==> config.mk <==
export PLATFORM = sky130hd
export DESIGN_NAME = vir_port
export DESIGN_NICKNAME = d
export VERILOG_FILES = /design/src/verilog/vir_pkg.sv /design/src/verilog/vir_sync.sv /design/src/verilog/vir_trs.sv /design/src/verilog/vir_port.sv
export SDC_FILE = /design/constraint.sdc
export NUM_CORES = 1
export LEC_CHECK = 0
export BUFFER_PORTS_ARGS = -buffer_cell sky130_fd_sc_hd__buf_2
export CAP_MARGIN = 10
export CORE_UTILIZATION = 35
export DETAILED_ROUTE_END_ITERATION = 6
export PLACE_DENSITY = 0.61
export SLEW_MARGIN = 25
export SYNTH_ARGS = -nofsm -noshare
export SYNTH_HDL_FRONTEND = slang
export SYNTH_SLANG_ARGS = --single-unit
==> constraint.sdc <==
create_clock -name i_ref_clk -period 2.27 [get_ports i_ref_clk]
set_clock_uncertainty 0.2 [all_clocks]
set_input_delay 0.227 -clock i_ref_clk [delete_from_list [all_inputs] [get_ports i_ref_clk]]
set_output_delay 0.227 -clock i_ref_clk [all_outputs]
set_load 0.05 [all_outputs]
==> src/verilog/vir_pkg.sv <==
// Purpose: constants for the video input port router
// Assumes: 8-bit register port, 10-bit pixel buses, one 50 MHz clock
// Notes:
// Contract
// - input mode resets to 011, simultaneous SD and progressive scan
// - mode 000 is SD only; muxed stream from S or Y by bus select
// - SD 16/20-bit: select 0 gives luma S, CrCb Y; 1 gives luma Y, CrCb C
// - 8-bit SD samples sit on S bus lines 9 to 2, lowest two unused
// - mode 001 is progressive scan only, mode 010 is HD only
// - 4:2:2 takes Y and CrCb from Y, C; 4:4:4 adds Cr from S
// - RGB only as 4:4:4 in single HD modes; G from Y, R S, B C
// - simultaneous modes are codes 011, 101 and 110
// - simultaneous modes use 4:2:2; HD luma from Y, CrCb from C
// - interleaved progressive data uses Y bus, captured on both clock edges
// - optional active-low sync strobes, SD and HD sets on own pins
package vir_pkg;
   // ****************************************
   // register offsets and reset values
   // ****************************************
   localparam logic [7:0] ADDR_MODE = 8'h01;
   localparam logic [7:0] ADDR_TIMING = 8'h10;
   localparam logic [7:0] ADDR_HD_CFG = 8'h13;
   localparam logic [7:0] ADDR_HD_RGB = 8'h15;
   localparam logic [7:0] ADDR_SD_CFG = 8'h48;
   localparam logic [7:0] ADDR_STATUS = 8'hf0;
   localparam logic [7:0] RST_MODE = 8'h30;
   localparam logic [7:0] RST_ZERO = 8'h00;

   // ****************************************
   // field positions
   // ****************************************
   localparam int MODE_BUS_SEL = 7;
   localparam int MODE_CODE_HI = 6;
   localparam int MODE_CODE_LO = 4;
   localparam int MODE_EXT_SYNC = 2;
   localparam int MODE_DUAL_EDGE = 1;
   localparam int TIMING_ASYNC_HI = 3;
   localparam int TIMING_ASYNC_LO = 2;
   localparam int HD_CFG_422 = 6;
   localparam int HD_CFG_10B = 2;
   localparam int HD_RGB_EN = 1;
   localparam int SD_CFG_10B = 4;
   localparam int SD_CFG_16B = 3;
   localparam int STAT_FMT_ERR = 7;
   localparam int STAT_SD_LOCK = 6;
   localparam int STAT_HD_LOCK = 5;

   // ****************************************
   // input modes and pixel words
   // ****************************************
   typedef enum logic [2:0] {
      VIR_SD_ONLY = 3'b000,
      VIR_PS_ONLY = 3'b001,
      VIR_HD_ONLY = 3'b010,
      VIR_SD_PS = 3'b011,
      VIR_PS_DDR = 3'b100,
      VIR_SD_HD_SDOVR = 3'b101,
      VIR_SD_HD_HDOVR = 3'b110,
      VIR_PS_54 = 3'b111
   } vir_mode_t;

   localparam int PIX_W = 10;
   localparam logic [9:0] LSB2_MASK = 10'h3fc;
   localparam logic [9:0] TRS_ONES = 10'h3ff;
   localparam logic [9:0] TRS_ZERO = 10'h000;
   localparam int TRS_F_BIT = 8;
   localparam int TRS_V_BIT = 7;
   localparam int TRS_H_BIT = 6;
   localparam logic [1:0] TRS_WAIT_XYZ = 2'h3;
endpackage

==> src/verilog/vir_sync.sv <==
// Purpose: two-stage synchroniser for pin inputs
// Assumes: inputs asynchronous to i_ref_clk
// Notes: first stage feeds only the second stage
`timescale 1ns/1ns
`default_nettype none
module vir_sync #(
   parameter int W = 1
) (
   input wire logic i_ref_clk,
   input wire logic i_rst_b,
   input wire logic [W-1:0] i_d,
   output logic [W-1:0] o_q
);
   typedef struct packed {
      logic [W-1:0] meta;
      logic [W-1:0] q;
   } vir_sync_st_t;

   vir_sync_st_t s;
   vir_sync_st_t next_s;

   always_comb
   begin
      next_s.meta = i_d;
      next_s.q = s.meta;
   end

   always_ff @(posedge i_ref_clk or negedge i_rst_b)
   begin
      if (!i_rst_b)
         s <= '0;
      else
         s <= next_s;
   end

   assign o_q = s.q;
endmodule
`default_nettype wire

==> src/verilog/vir_trs.sv <==
// Purpose: embedded timing reference decoder for one 10-bit stream
// Assumes: one word per i_valid pulse
// Notes: outputs are levels, updated on each reference word
`timescale 1ns/1ns
`default_nettype none
module vir_trs (
   input wire logic i_ref_clk,
   input wire logic i_rst_b,
   input wire logic i_valid,
   input wire logic [9:0] i_word,
   output logic o_field,
   output logic o_vblank,
   output logic o_hblank,
   output logic o_locked
);
   typedef struct packed {
      logic [1:0] hits;
      logic field;
      logic vblank;
      logic hblank;
      logic locked;
   } vir_trs_st_t;

   vir_trs_st_t s;
   vir_trs_st_t next_s;

   // ****************************************
   // preamble 3ff 000 000 then status word
   // ****************************************
   always_comb
   begin
      next_s = s;
      if (i_valid)
      begin
         if (s.hits == vir_pkg::TRS_WAIT_XYZ)
         begin
            next_s.field = i_word[vir_pkg::TRS_F_BIT];
            next_s.vblank = i_word[vir_pkg::TRS_V_BIT];
            next_s.hblank = i_word[vir_pkg::TRS_H_BIT];
            next_s.locked = 1'b1;
            next_s.hits = 2'h0;
         end
         else if (i_word == vir_pkg::TRS_ONES)
            next_s.hits = 2'h1;
         else if (i_word == vir_pkg::TRS_ZERO && s.hits != 2'h0)
            next_s.hits = s.hits + 2'h1;
         else
            next_s.hits = 2'h0;
      end
   end

   always_ff @(posedge i_ref_clk or negedge i_rst_b)
   begin
      if (!i_rst_b)
         s <= '0;
      else
         s <= next_s;
   end

   assign o_field = s.field;
   assign o_vblank = s.vblank;
   assign o_hblank = s.hblank;
   assign o_locked = s.locked;
endmodule
`default_nettype wire

==> src/verilog/vir_port.sv <==
// Purpose: video input port router, routes S/Y/C pixel buses by mode
// Assumes: pixel clocks well below half of i_ref_clk, sampled as data
// Notes: register port answers reads one cycle later, never stalls
`timescale 1ns/1ns
`default_nettype none
module vir_port (
   input wire logic i_ref_clk,
   input wire logic i_rst_b,
   input wire logic [7:0] i_addr,
   input wire logic [7:0] i_wr_data,
   input wire logic i_wr,
   input wire logic i_rd,
   output logic [7:0] o_rd_data,
   input wire logic i_primary_pixel_clock_in,
   input wire logic i_secondary_pixel_clock_in,
   input wire logic [9:0] i_sd_pixel_bus,
   input wire logic [9:0] i_luma_pixel_bus,
   input wire logic [9:0] i_chroma_pixel_bus,
   input wire logic i_sd_vsync_b,
   input wire logic i_sd_hsync_b,
   input wire logic i_sd_blank_b,
   input wire logic i_hd_vsync_b,
   input wire logic i_hd_hsync_b,
   input wire logic i_hd_blank_b,
   output logic [9:0] o_sd_luma,
   output logic [9:0] o_sd_chroma,
   output logic o_sd_valid,
   output logic [9:0] o_hd_luma,
   output logic [9:0] o_hd_cb,
   output logic [9:0] o_hd_cr,
   output logic o_hd_valid,
   output logic o_hd_rgb,
   output logic o_sd_vsync,
   output logic o_sd_hsync,
   output logic o_sd_blank,
   output logic o_hd_vsync,
   output logic o_hd_hsync,
   output logic o_hd_blank,
   output logic [1:0] o_async_timing
);
   typedef struct packed {
      logic [7:0] mode_reg;
      logic [1:0] async_sel;
      logic hd_422;
      logic hd_10b;
      logic rgb_en;
      logic sd_10b;
      logic sd_16b;
      logic pclk_a_d;
      logic pclk_b_d;
      logic [7:0] rdata;
      logic [9:0] sd_y;
      logic [9:0] sd_c;
      logic sd_valid;
      logic [9:0] hd_y;
      logic [9:0] hd_cb;
      logic [9:0] hd_cr;
      logic hd_valid;
      logic hd_rgb;
      logic fmt_err;
      logic [2:0] sd_sync;
      logic [2:0] hd_sync;
   } vir_port_st_t;

   vir_port_st_t s;
   vir_port_st_t next_s;

   // ****************************************
   // pin synchronisers
   // ****************************************
   localparam int PIN_W = 38;
   logic [PIN_W-1:0] pins_q;
   logic pclk_a;
   logic pclk_b;
   logic [9:0] bus_s;
   logic [9:0] bus_y;
   logic [9:0] bus_c;
   logic [2:0] sd_sync_b;
   logic [2:0] hd_sync_b;

   // clocks and data share latency so a detected edge sees matching data
   vir_sync #(
      .W(PIN_W)
   ) u_pins (
      .i_ref_clk(i_ref_clk),
      .i_rst_b(i_rst_b),
      .i_d({i_primary_pixel_clock_in, i_secondary_pixel_clock_in,
            i_sd_pixel_bus, i_luma_pixel_bus, i_chroma_pixel_bus,
            i_sd_vsync_b, i_sd_hsync_b, i_sd_blank_b,
            i_hd_vsync_b, i_hd_hsync_b, i_hd_blank_b}),
      .o_q(pins_q)
   );

   assign {pclk_a, pclk_b, bus_s, bus_y, bus_c, sd_sync_b, hd_sync_b} = pins_q;

   // ****************************************
   // embedded timing decoders
   // ****************************************
   logic sd_f;
   logic sd_v;
   logic sd_h;
   logic sd_lock;
   logic hd_v;
   logic hd_h;
   logic hd_lock;

   vir_trs u_sd_trs (
      .i_ref_clk(i_ref_clk),
      .i_rst_b(i_rst_b),
      .i_valid(s.sd_valid),
      .i_word(s.sd_y),
      .o_field(sd_f),
      .o_vblank(sd_v),
      .o_hblank(sd_h),
      .o_locked(sd_lock)
   );

   vir_trs u_hd_trs (
      .i_ref_clk(i_ref_clk),
      .i_rst_b(i_rst_b),
      .i_valid(s.hd_valid),
      .i_word(s.hd_y),
      .o_field(),
      .o_vblank(hd_v),
      .o_hblank(hd_h),
      .o_locked(hd_lock)
   );

   // ****************************************
   // mode decode
   // ****************************************
   vir_pkg::vir_mode_t mode;
   logic bus_sel;
   logic ext_sync;
   logic dual_edge;
   logic sd_act;
   logic hd_act;
   logic simul;
   logic single_hd;
   logic hd_clk_b;
   logic sd_rise;
   logic hd_edge;
   logic hd_444;
   logic [9:0] sd_mask;
   logic [9:0] hd_mask;

   always_comb
   begin
      mode = vir_pkg::vir_mode_t'(s.mode_reg[vir_pkg::MODE_CODE_HI:vir_pkg::MODE_CODE_LO]);
      bus_sel = s.mode_reg[vir_pkg::MODE_BUS_SEL];
      ext_sync = s.mode_reg[vir_pkg::MODE_EXT_SYNC];
      dual_edge = s.mode_reg[vir_pkg::MODE_DUAL_EDGE];
      simul = (mode == vir_pkg::VIR_SD_PS) || (mode == vir_pkg::VIR_SD_HD_SDOVR)
         || (mode == vir_pkg::VIR_SD_HD_HDOVR);
      single_hd = (mode == vir_pkg::VIR_PS_ONLY) || (mode == vir_pkg::VIR_HD_ONLY);
      sd_act = simul || (mode == vir_pkg::VIR_SD_ONLY);
      hd_act = !(mode == vir_pkg::VIR_SD_ONLY);
      hd_clk_b = simul;
      sd_rise = pclk_a && !s.pclk_a_d;
      if (hd_clk_b)
         hd_edge = (pclk_b != s.pclk_b_d) && (dual_edge || pclk_b);
      else
         hd_edge = (pclk_a != s.pclk_a_d) && (dual_edge || pclk_a);
      hd_444 = !s.hd_422 && !simul;
      sd_mask = s.sd_10b ? 10'h3ff : vir_pkg::LSB2_MASK;
      hd_mask = s.hd_10b ? 10'h3ff : vir_pkg::LSB2_MASK;
   end

   // ****************************************
   // next state
   // ****************************************
   always_comb
   begin
      next_s = s;
      next_s.pclk_a_d = pclk_a;
      next_s.pclk_b_d = pclk_b;
      next_s.sd_valid = 1'b0;
      next_s.hd_valid = 1'b0;
      next_s.rdata = 8'h00;

      // register writes
      if (i_wr)
      begin
         case (i_addr)
            vir_pkg::ADDR_MODE: next_s.mode_reg = i_wr_data;
            vir_pkg::ADDR_TIMING:
               next_s.async_sel = i_wr_data[vir_pkg::TIMING_ASYNC_HI:vir_pkg::TIMING_ASYNC_LO];
            vir_pkg::ADDR_HD_CFG:
            begin
               next_s.hd_422 = i_wr_data[vir_pkg::HD_CFG_422];
               next_s.hd_10b = i_wr_data[vir_pkg::HD_CFG_10B];
            end
            vir_pkg::ADDR_HD_RGB: next_s.rgb_en = i_wr_data[vir_pkg::HD_RGB_EN];
            vir_pkg::ADDR_SD_CFG:
            begin
               next_s.sd_10b = i_wr_data[vir_pkg::SD_CFG_10B];
               next_s.sd_16b = i_wr_data[vir_pkg::SD_CFG_16B];
            end
            default: next_s.mode_reg = s.mode_reg;
         endcase
      end

      // register reads, unmapped reads return zero
      if (i_rd)
      begin
         case (i_addr)
            vir_pkg::ADDR_MODE: next_s.rdata = s.mode_reg;
            vir_pkg::ADDR_TIMING:
               next_s.rdata[vir_pkg::TIMING_ASYNC_HI:vir_pkg::TIMING_ASYNC_LO] = s.async_sel;
            vir_pkg::ADDR_HD_CFG:
            begin
               next_s.rdata[vir_pkg::HD_CFG_422] = s.hd_422;
               next_s.rdata[vir_pkg::HD_CFG_10B] = s.hd_10b;
            end
            vir_pkg::ADDR_HD_RGB: next_s.rdata[vir_pkg::HD_RGB_EN] = s.rgb_en;
            vir_pkg::ADDR_SD_CFG:
            begin
               next_s.rdata[vir_pkg::SD_CFG_10B] = s.sd_10b;
               next_s.rdata[vir_pkg::SD_CFG_16B] = s.sd_16b;
            end
            vir_pkg::ADDR_STATUS:
            begin
               next_s.rdata[vir_pkg::STAT_FMT_ERR] = s.fmt_err;
               next_s.rdata[vir_pkg::STAT_SD_LOCK] = sd_lock;
               next_s.rdata[vir_pkg::STAT_HD_LOCK] = hd_lock;
               next_s.rdata[2:0] = mode;
            end
            default: next_s.rdata = 8'h00;
         endcase
      end

      // SD capture on primary clock rising edge
      if (sd_act && sd_rise)
      begin
         next_s.sd_valid = 1'b1;
         if (simul)
         begin
            next_s.sd_y = bus_s & sd_mask;
            next_s.sd_c = 10'h000;
         end
         else if (s.sd_16b)
         begin
            next_s.sd_y = (bus_sel ? bus_y : bus_s) & sd_mask;
            next_s.sd_c = (bus_sel ? bus_c : bus_y) & sd_mask;
         end
         else
         begin
            next_s.sd_y = (bus_sel ? bus_y : bus_s) & sd_mask;
            next_s.sd_c = 10'h000;
         end
      end

      // HD / progressive scan capture
      if (hd_act && hd_edge)
      begin
         next_s.hd_valid = 1'b1;
         next_s.hd_y = bus_y & hd_mask;
         if (dual_edge)
         begin
            // single interleaved bus: chroma words arrive on Y
            next_s.hd_cb = 10'h000;
            next_s.hd_cr = 10'h000;
         end
         else
         begin
            next_s.hd_cb = bus_c & hd_mask;
            next_s.hd_cr = hd_444 ? (bus_s & hd_mask) : 10'h000;
         end
      end

      // RGB only accepted as 4:4:4 in single HD modes
      next_s.hd_rgb = s.rgb_en && hd_444 && single_hd;
      next_s.fmt_err = s.rgb_en && hd_act && !(hd_444 && single_hd);

      // sync strobes: pins are active low, outputs active high
      if (ext_sync)
      begin
         next_s.sd_sync = ~sd_sync_b;
         next_s.hd_sync = ~hd_sync_b;
      end
      else
      begin
         next_s.sd_sync = {sd_v, sd_h, sd_v | sd_h};
         next_s.hd_sync = {hd_v, hd_h, hd_v | hd_h};
      end
   end

   always_ff @(posedge i_ref_clk or negedge i_rst_b)
   begin
      if (!i_rst_b)
      begin
         s <= '0;
         s.mode_reg <= vir_pkg::RST_MODE;
      end
      else
         s <= next_s;
   end

   // ****************************************
   // outputs
   // ****************************************
   assign o_rd_data = s.rdata;
   assign o_sd_luma = s.sd_y;
   assign o_sd_chroma = s.sd_c;
   assign o_sd_valid = s.sd_valid;
   assign o_hd_luma = s.hd_y;
   assign o_hd_cb = s.hd_cb;
   assign o_hd_cr = s.hd_cr;
   assign o_hd_valid = s.hd_valid;
   assign o_hd_rgb = s.hd_rgb;
   assign {o_sd_vsync, o_sd_hsync, o_sd_blank} = s.sd_sync;
   assign {o_hd_vsync, o_hd_hsync, o_hd_blank} = s.hd_sync;
   // async timing selection is carried to the timing generator downstream
   assign o_async_timing = s.async_sel;
endmodule
`default_nettype wire

### After elaboration in Yosys (flattened, before gate mapping)

Index checks and enable logic that the tools add are counted.

* flip-flop bits (word level): 171
* bits in latches: 0
* RAM bits: 0
* ROM bits: 0
* bits of input ports: 58
* output and inout bits: 69
* logic and storage cells: 123
* memories: 0

* add/sub/neg operators: 2
* multiply operators: 0
* div/mod/pow operators: 0
* $lt $le $gt $ge: 0
* eq/ne operators: 17
* shift operators: 0
* multiplexer cells: 27
* bitwise logic cells: 10
* reduce and logical (&&, ||, !) cells: 36

Operators by type and width (count)
* AND 10 bit: 6
* two-way mux 10 bit: 4
* two-way mux 20 bit: 2
* == test 8 x 5 -> 1 bit, second input constant: 3
* == test 10 bit, second input constant: 2
* zero test 10 bit: 2
* two-way mux 2 bit: 8
* AND reduction 2 bit: 7
* logical AND 1 bit: 13
* case mux 1 bit (3 select lines): 3
* == test 8 x 1 -> 1 bit, second input constant: 1
* == test 8 x 7 -> 1 bit, second input constant: 1
* == test 8 bit, second input constant: 1
* two-way mux 8 bit: 1
* case mux 1 bit (2 select lines): 4
* == test 3 x 2 -> 1 bit, second input constant: 2
* == test 3 bit, second input constant: 2
* logical OR 1 bit: 6
* two-way mux 6 bit: 1
* inverter 3 bit: 2
* zero test 1 bit: 5
* adder 2 x 1 -> 2 bit, second input constant: 2
* == test 2 bit, second input constant: 2
* case mux 1 bit (4 select lines): 1
* 6 further kinds: 11

### Depth between registers and ports, before layout

Gate-level depths: netlist (run 1).

* word-level depth: 8
* depth in mapped cells: 7
* mapped depth without buffers: 6

### By module

Synthesis (run 1) repeated with hierarchy kept, for this count alone.

* cell total of the unflattened synthesis: 539
* area total of the unflattened synthesis: 7004.2 um^2

By module, submodules not included
* vir_port: instances 1, cells an instance 409, area each 4494.3 um^2, sequential area each 2129.5 um^2
* vir_sync: instances 1, cells an instance 76, area each 1901.8 um^2, sequential area each 1901.8 um^2
* vir_trs: instances 2, cells an instance 27, area each 304.0 um^2, sequential area each 150.1 um^2

### Worst setup path after synthesis (run 1)

OpenSTA, ideal clock, no wires.

* path type: register -> register
* start: reg s, in the netlist mode[1]
* end: reg s, in the netlist o_hd_luma[2]
* library setup time: 0.125 ns
* arrival: 2.056 ns
* data required time: 1.945 ns
* path slack: -0.111 ns
* cell stages (with the launch flop): 7
* path buffers: 2
* clock period less this slack: 2.381 ns
* path through: dfstp_2 buf_2 xor2_1 or3b_2 nand4b_1 buf_4 mux2_2

* longest elaborated chain between the ends: 5
* elaborated cells on any way between the ends: 9

RTL lines
* start, declared: RTL line vir_port.sv:65 `vir_port_st_t s;`
* start signal, assigned: RTL line vir_port.sv:296 `s <= next_s;`
* == test 3 x 2 -> 1 bit / == test 3 bit (equally long branches): RTL line vir_port.sv:153 `simul = (mode == vir_pkg::VIR_SD_PS) || (mode == vir_pkg::VIR_SD_HD_SDOVR)`
* logical OR 1 bit: RTL line vir_port.sv:153
* logical OR 1 bit: RTL line vir_port.sv:154 `|| (mode == vir_pkg::VIR_SD_HD_HDOVR);`
* two-way mux 1 bit: RTL line vir_port.sv:160 `if (hd_clk_b)`
* logical AND 1 bit (*): RTL line vir_port.sv:254 `if (hd_act && hd_edge)`

Every way passes the cells marked *; elsewhere a longest branch is shown, timed or not.
A chain may end at the register's enable or synchronous reset.

### Worst setup path in the final report (run 1)

* start: reg u_pins.s, in the netlist u_pins.o_q[37]
* end: reg s, in the netlist o_hd_cb[9]

* longest elaborated chain between the ends: 4
* elaborated cells on any way between the ends: 5

RTL lines
* start, declared: RTL line vir_sync.sv:19 `vir_sync_st_t s;`
* start signal, assigned: RTL line vir_sync.sv:33 `s <= next_s;`
* inequality test 1 bit / logical OR 1 bit (equally long branches): RTL line vir_port.sv:163 `hd_edge = (pclk_a != s.pclk_a_d) && (dual_edge || pclk_a);`
* logical AND 1 bit (*): RTL line vir_port.sv:163
* two-way mux 1 bit (*): RTL line vir_port.sv:160
* logical AND 1 bit (*): RTL line vir_port.sv:254

Marked as above.

==> results.sh, run 1 <==
export IMPL_status="finished clean"
export IMPL_seq_power_share=0.431
export IMPL_slowest_stage="dfrtp_1"
export IMPL_powerDensity_nw_per_um2=961
export IMPL_synth_most_common_cell="dfrtp_1"
export IMPL_antenna_found_initial=0
export IMPL_synthAdderAreaFrac=0.00923
export IMPL_track_usage=0.158
export IMPL_p_int_w=0.00566
export IMPL_post_dp_hpwl_um=10700
export IMPL_cpLargestDelayFamily="simple AND/OR/NAND/NOR gates"
export IMPL_syn_inst=527
export IMPL_seqCellArea_um2=4280
export IMPL_path_buf_inv=2
export IMPL_cp_required_ns=2.39
export IMPL_layout_drive_gt1_share=0.348
export IMPL_grt_overflow=0
export IMPL_worstSetupStartpointType="register"
export IMPL_vias_per_cell=4.59
export IMPL_yosys_warnings=0
export IMPL_hp_class="in -> reg"
export IMPL_stdcell_count=946
export IMPL_synth_edf_count=0
export IMPL_synth_top_family_by_area="multiplexers"
export IMPL_setup_worst_path_end="o_hd_cb[9]"
export IMPL_reg2reg_depth=7
export IMPL_wl_per_cell_um=16.2
export IMPL_synth_seq_cells=171
export IMPL_critPathKind="reg -> reg"
export IMPL_grt_max_degree=66
export IMPL_finalWorstSetupSlack_ns=0.0324
export IMPL_reg2reg_slack_ns=0.03
export IMPL_fillCellCount=1694
export IMPL_cp_end_kind="register"
export IMPL_period_share=0.986
export IMPL_max_freq_mhz=447
export IMPL_fp_dieW_um=141
export IMPL_crit_start="u_pins.o_q[37]"
export IMPL_cts_tree="done"
export IMPL_synth_area_leaders="dfrtp_1 62%, buf_4 7.0%, mux2_2 6.1%"
export IMPL_swShare=0.326
export IMPL_cts_inserted_buffers=17
export IMPL_place_ws_ns=-0.0223
export IMPL_placedCellCount=861
export IMPL_cap_violations=0
export IMPL_port_buffer_count=126
export IMPL_yosys_area_share_simple=0.0948
export IMPL_holdWs_ns=0.0239
export IMPL_maxSlewViolCount=0
export IMPL_arrival_ns=2.35
export IMPL_synth_xor_area_frac=0.00590
export IMPL_finalHoldViolCount=0
export IMPL_clock_sinks=171
export IMPL_yosysTopAreaCell="dfrtp_1"
export IMPL_postRouteAntennaNets=0
export IMPL_worstPathCellList="ha_1, o21bai_4, or3b_4, nand4b_1, buf_12, buf_6, mux2_2"
export IMPL_peakVddDrop_uv=611
export IMPL_core_area_um2=18800
export IMPL_ys_seq_area_frac=0.631
export IMPL_netlist_area_um2=6780
export IMPL_rows=50
export IMPL_detail_route_iter0_violations=321
export IMPL_p_comb_frac=0.213
export IMPL_critical_path_depth=7
export IMPL_grt_pass1_vias=4473
export IMPL_routed_via_count=4339
export IMPL_io_pins=127
export IMPL_slew_headroom=0.590
export IMPL_dr_pass1_iters=4
export IMPL_fin_area_um2=8730
export IMPL_setup_viol=0
export IMPL_worst_slew_pin_slew_ns=0.615
export IMPL_hold_path_cell_count=3
export IMPL_power_switching_w=0.00274
export IMPL_p_leak_nw=4.17
export IMPL_syn_avg_cell_area_um2=12.9
export IMPL_synth_nets=590
export IMPL_critical_path_peak_fanout=5
export IMPL_cts_root_buffer="clkbuf_16"
export IMPL_synth_compound_area_frac=0.0568
export IMPL_reg2reg_from="u_pins.o_q[37]"
export IMPL_async_reset_ff_frac=1.00
export IMPL_wirelength_um=15300
export IMPL_gp_congestion=0.786
export IMPL_syn2layout_area_growth_pct=28.8
export IMPL_dieHeight_um=141
export IMPL_layout_min_cycle_time_ns=2.24
export IMPL_layout_nets=736
export IMPL_placed_area_um2=7460
export IMPL_cts_max_level=4
export IMPL_ys_flop_type="dfrtp_1"
export IMPL_die_area_um2=19900
export IMPL_insertion_delay_ns=0.43
export IMPL_synthTopCellsByCount="169 x dfrtp_1, 63 x buf_4, 46 x nand2_1, 37 x mux2_2, 33 x mux2i_1"
export IMPL_rsz0062_at_grt="true"
export IMPL_r2r_end="o_hd_cb[9]"
export IMPL_synth_mux_area_frac=0.110
export IMPL_initial_core_util=0.360
export IMPL_diodes=0
export IMPL_clkPwrFrac=0.356
export IMPL_yosys_area_top_type_share=0.624
export IMPL_clkSlewWorstSetupHoldPaths_ns=0.07
export IMPL_drc=0
export IMPL_multi_input_area_um2=1960
export IMPL_grt_pass1_wl_um=23600
export IMPL_slowest_delay_ns=0.37
export IMPL_total_power_w=0.00839
export IMPL_clockBufferDepth=2
export IMPL_synth_distinct_cells=51
[through the flow]
step,setup TNS (ns),util
2_1_floorplan,0,-
3_3_place_gp,0,0.396
3_5_place_dp,-0.0295,0.396
4_1_cts,-0.0263,0.455
5_1_grt,-0.664,0.464
6_report,0,0.464
[cell type report]
cell class / instances / share of cell area
timing repair buffer: 203 / 0.166
clock inverter: 12 / 0.0172
multi-input combinational: 254 / 0.224
inverter: 26 / 0.0112
sequential: 171 / 0.490
clock buffer: 20 / 0.0534
tap: 260 / 0.0372
[power by group through the flow]
stage	Combinational, W	Sequential [W]	Clock (W)
after global placement	0.00162	0.00366	0
final	0.00179	0.00361	0.00299
after global routing	0.00189	0.00365	0.00318
after CTS	0.00172	0.00361	0.00304
after detailed placement	0.00164	0.00366	0
after floorplan	0.00147	0.00358	0
[timing repair]
| item | in CTS | in global routing |
|---|---|---|
| buffers inserted | 0 | 2 |
| resized for setup | 2 | 20 |
| setup endpoints to repair | 11 | 28 |
| hold buffers | 48 | 0 |
| gates cloned | 0 | 3 |
| pin swaps | 0 | 0 |
| hold endpoints to repair | 121 | 0 |
[cells by family after synthesis]
family	count (synthesis)
flip-flops	171
AND/OR/NAND/NOR	117
buffers and inverters	102
multiplexers	70
AO/OA/AOI/OAI	59
adder cells (fa/ha/maj)	5
XOR/XNOR	3
[worst reg2reg max path: stages, from the launching register on]
cell      delay, ns
dfrtp_1        0.37
ha_1           0.27
o21bai_4       0.17
or3b_4         0.36
nand4b_1       0.16
buf_12         0.15
buf_6          0.13
mux2_2         0.33
[cells in the final DEF, fill, tap and decap left out, drive strengths merged, types with 3 or more instances in the layout]
master	netlist	routed
nor2b	13	13
a21boi	4	4
a22oi	7	7
mux2i	33	33
dfrtp	169	169
nand2b	9	9
ha	5	5
nand4	5	5
nor2	4	4
buf	66	153
nor3b	3	3
nor3	8	8
nand2	47	47
mux2	37	37
a21oi	8	8
o22ai	3	3
nand3	5	5
o21ai	22	22
clkbuf	10	22
dlygate4sd3	0	48
inv	26	32
nor4	7	7
[routing by layer]
layer	global-route usage	routed length [µm]	part of all wire
met2	0.242	6970	0.46
met1	0.210	6940	0.45
met3	0.0560	1190	0.078
met5	0	0	0
met4	0.0492	218	0.014
[worst min-delay path by stage]
| stage | startpoint | endpoint | slack [ns] |
|---|---|---|---|
| after floorplan | i_rst_b | bus_sel | -0.27 |
| after global placement | i_rst_b | u_pins.next_s[7] | 0.06 |
| after detailed placement | i_rst_b | u_pins.next_s[6] | 0.08 |
| after CTS | i_wr | o_async_timing[1] | 0.01 |
| after global routing | i_wr | o_async_timing[1] | 0.02 |
| final | i_wr | o_async_timing[1] | 0.02 |
(Power assumes the default switching activity.)
==> inputs of run 2 (changes only) <==
--- a/config.mk
+++ b/config.mk
@@ -10,6 +10,8 @@
 export CORE_UTILIZATION = 35
 export DETAILED_ROUTE_END_ITERATION = 6
 export PLACE_DENSITY = 0.61
+export RECOVER_POWER = 25
+export SKIP_LAST_GASP = 1
 export SLEW_MARGIN = 25
 export SYNTH_ARGS = -nofsm -noshare
 export SYNTH_HDL_FRONTEND = slang
==> results.sh, run 2 (synthesized netlist as in run 1, its figures left out) <==
export IMPL_critical_path_peak_fanout=6
export IMPL_placed_area_um2=7460
export IMPL_setup_viol=0
export IMPL_peakVddDrop_uv=611
export IMPL_reg2reg_depth=7
export IMPL_finalHoldViolCount=0
export IMPL_cts_max_level=4
export IMPL_layout_drive_gt1_share=0.348
export IMPL_insertion_delay_ns=0.43
export IMPL_cap_violations=1
export IMPL_finalWorstSetupSlack_ns=0.0352
export IMPL_cp_end_kind="register"
export IMPL_final_common_cell="dfrtp_1"
export IMPL_fin_setup_tns_ns=0
export IMPL_p_leak_nw=4.17
export IMPL_worstSetupStartpointType="register"
export IMPL_die_area_um2=19900
export IMPL_grt_overflow=0
export IMPL_wirelength_um=15400
export IMPL_max_freq_mhz=447
export IMPL_vias_per_cell=4.59
export IMPL_grt_use_met3=0.0560
export IMPL_grt_use_met1=0.210
export IMPL_routed_via_count=4342
export IMPL_swShare=0.326
export IMPL_status="complete, but fails checks"
export IMPL_core_area_um2=18800
export IMPL_worst_slew_pin_slew_ns=1.50
export IMPL_busiest_layer="met2"
export IMPL_post_dp_hpwl_um=10700
export IMPL_maxSlewViolCount=0
export IMPL_postRouteAntennaNets=0
export IMPL_io_pins=127
export IMPL_slew_headroom=0.00106
export IMPL_clkSlewWorstSetupHoldPaths_ns=0.07
export IMPL_gp_congestion=0.786
export IMPL_dr_pass1_iters=4
export IMPL_grt_max_degree=66
export IMPL_grt_pass1_vias=4474
export IMPL_fp_dieW_um=141
export IMPL_place_ws_ns=-0.0223
export IMPL_dieHeight_um=141
export IMPL_grt_pass1_wl_um=23600
export IMPL_seq_power_share=0.431
export IMPL_use_met2=0.242
export IMPL_clkPwrFrac=0.356
export IMPL_fin_area_um2=8730
export IMPL_p_int_w=0.00566
export IMPL_hold_path_cell_count=3
export IMPL_diodes=0
export IMPL_layout_nets=737
export IMPL_critPathKind="reg -> reg"
export IMPL_rows=50
export IMPL_detail_route_iter0_violations=259
export IMPL_layout_common_cells="169 x dfrtp_1, 125 x buf_2, 48 x dlygate4sd3_1"
export IMPL_drc=0
export IMPL_period_share=0.984
export IMPL_syn2layout_area_growth_pct=28.8
export IMPL_wl_per_cell_um=16.2
export IMPL_initial_core_util=0.360
export IMPL_arrival_ns=2.35
export IMPL_clockBufferDepth=2
export IMPL_clock_sinks=171
export IMPL_track_usage=0.158
export IMPL_layout_min_cycle_time_ns=2.23
export IMPL_cp_required_ns=2.39
export IMPL_hp_class="in -> reg"
export IMPL_power_switching_w=0.00274
export IMPL_violations="max-capacitance violations"
export IMPL_antenna_found_initial=0
export IMPL_p_comb_frac=0.213
export IMPL_cts_inserted_buffers=17
export IMPL_powerDensity_nw_per_um2=961
export IMPL_rsz0062_at_grt="true"
export IMPL_port_buffer_count=126
export IMPL_cts_tree="done"
export IMPL_cts_root_buffer="clkbuf_16"
[run 2: area by class of cell]
| cell class | instances | area, µm² |
|---|---|---|
| Inverter | 26 | 97.6 |
| Clock buffer | 20 | 467 |
| Tap cell | 260 | 325 |
| Fill cell | 1696 | 10100 |
| Multi-Input combinational cell | 254 | 1960 |
| Clock inverter | 12 | 150 |
| Timing Repair Buffer | 204 | 1450 |
| Sequential cell | 171 | 4280 |
[run 2: through the flow]
stage                     hold slack, ns  utilization  instances  total power [W]
after floorplan                   -0.269            -        527          0.00505
after global placement            0.0592        0.396        861          0.00528
after detailed placement          0.0764        0.396        861          0.00530
after CTS                         0.0113        0.454        941          0.00836
after global routing              0.0207        0.464        947          0.00872
final                             0.0254        0.464        947          0.00840
[run 2: path summary, 6_finish.rpt]
kind	endpoint	start	slack, ns
worst max register to register	o_hd_cb[2]	u_pins.o_q[37]	0.04
min in group asynchronous	u_pins.next_s[6]	i_rst_b	0.51
worst max-delay path	o_hd_cb[2]	u_pins.o_q[37]	0.04
worst min-delay path	o_async_timing[1]	i_wr	0.03
worst min register to register	u_pins.o_q[34]	u_pins.next_s[34]	0.15
max in group asynchronous	mode[0]	i_rst_b	0.36
[run 2: power by group through the flow]
stage | logic [W] | registers (W) | clock network (W)
final | 0.00179 | 0.00362 | 0.00299
after global routing | 0.00189 | 0.00365 | 0.00318
after CTS | 0.00171 | 0.00361 | 0.00304
after detailed placement | 0.00164 | 0.00366 | 0
after global placement | 0.00162 | 0.00366 | 0
after floorplan | 0.00147 | 0.00358 | 0
[run 2: layer usage]
layer | share of wire | vias to the layer above
li1 | - | 2037
met1 | 0.46 | 2169
met2 | 0.46 | 128
met3 | 0.068 | 8
met4 | 0.0083 | 0
met5 | 0 | -
[run 2: worst max-delay path: stages (launching register included)]
cell and delay (ns):
dfrtp_1 0.37, ha_1 0.27, o21bai_4 0.17, or3b_4 0.36, nand4b_1 0.16, buf_12 0.15
clkbuf_16 0.16, mux2_4 0.30
[run 2: repair_timing]
item,4_1_cts,5_1_grt
resized for setup,1,21
cloned,0,3
setup buffers,0,3
hold endpoints to repair,121,0
setup endpoints to repair,11,28
hold buffers,48,0
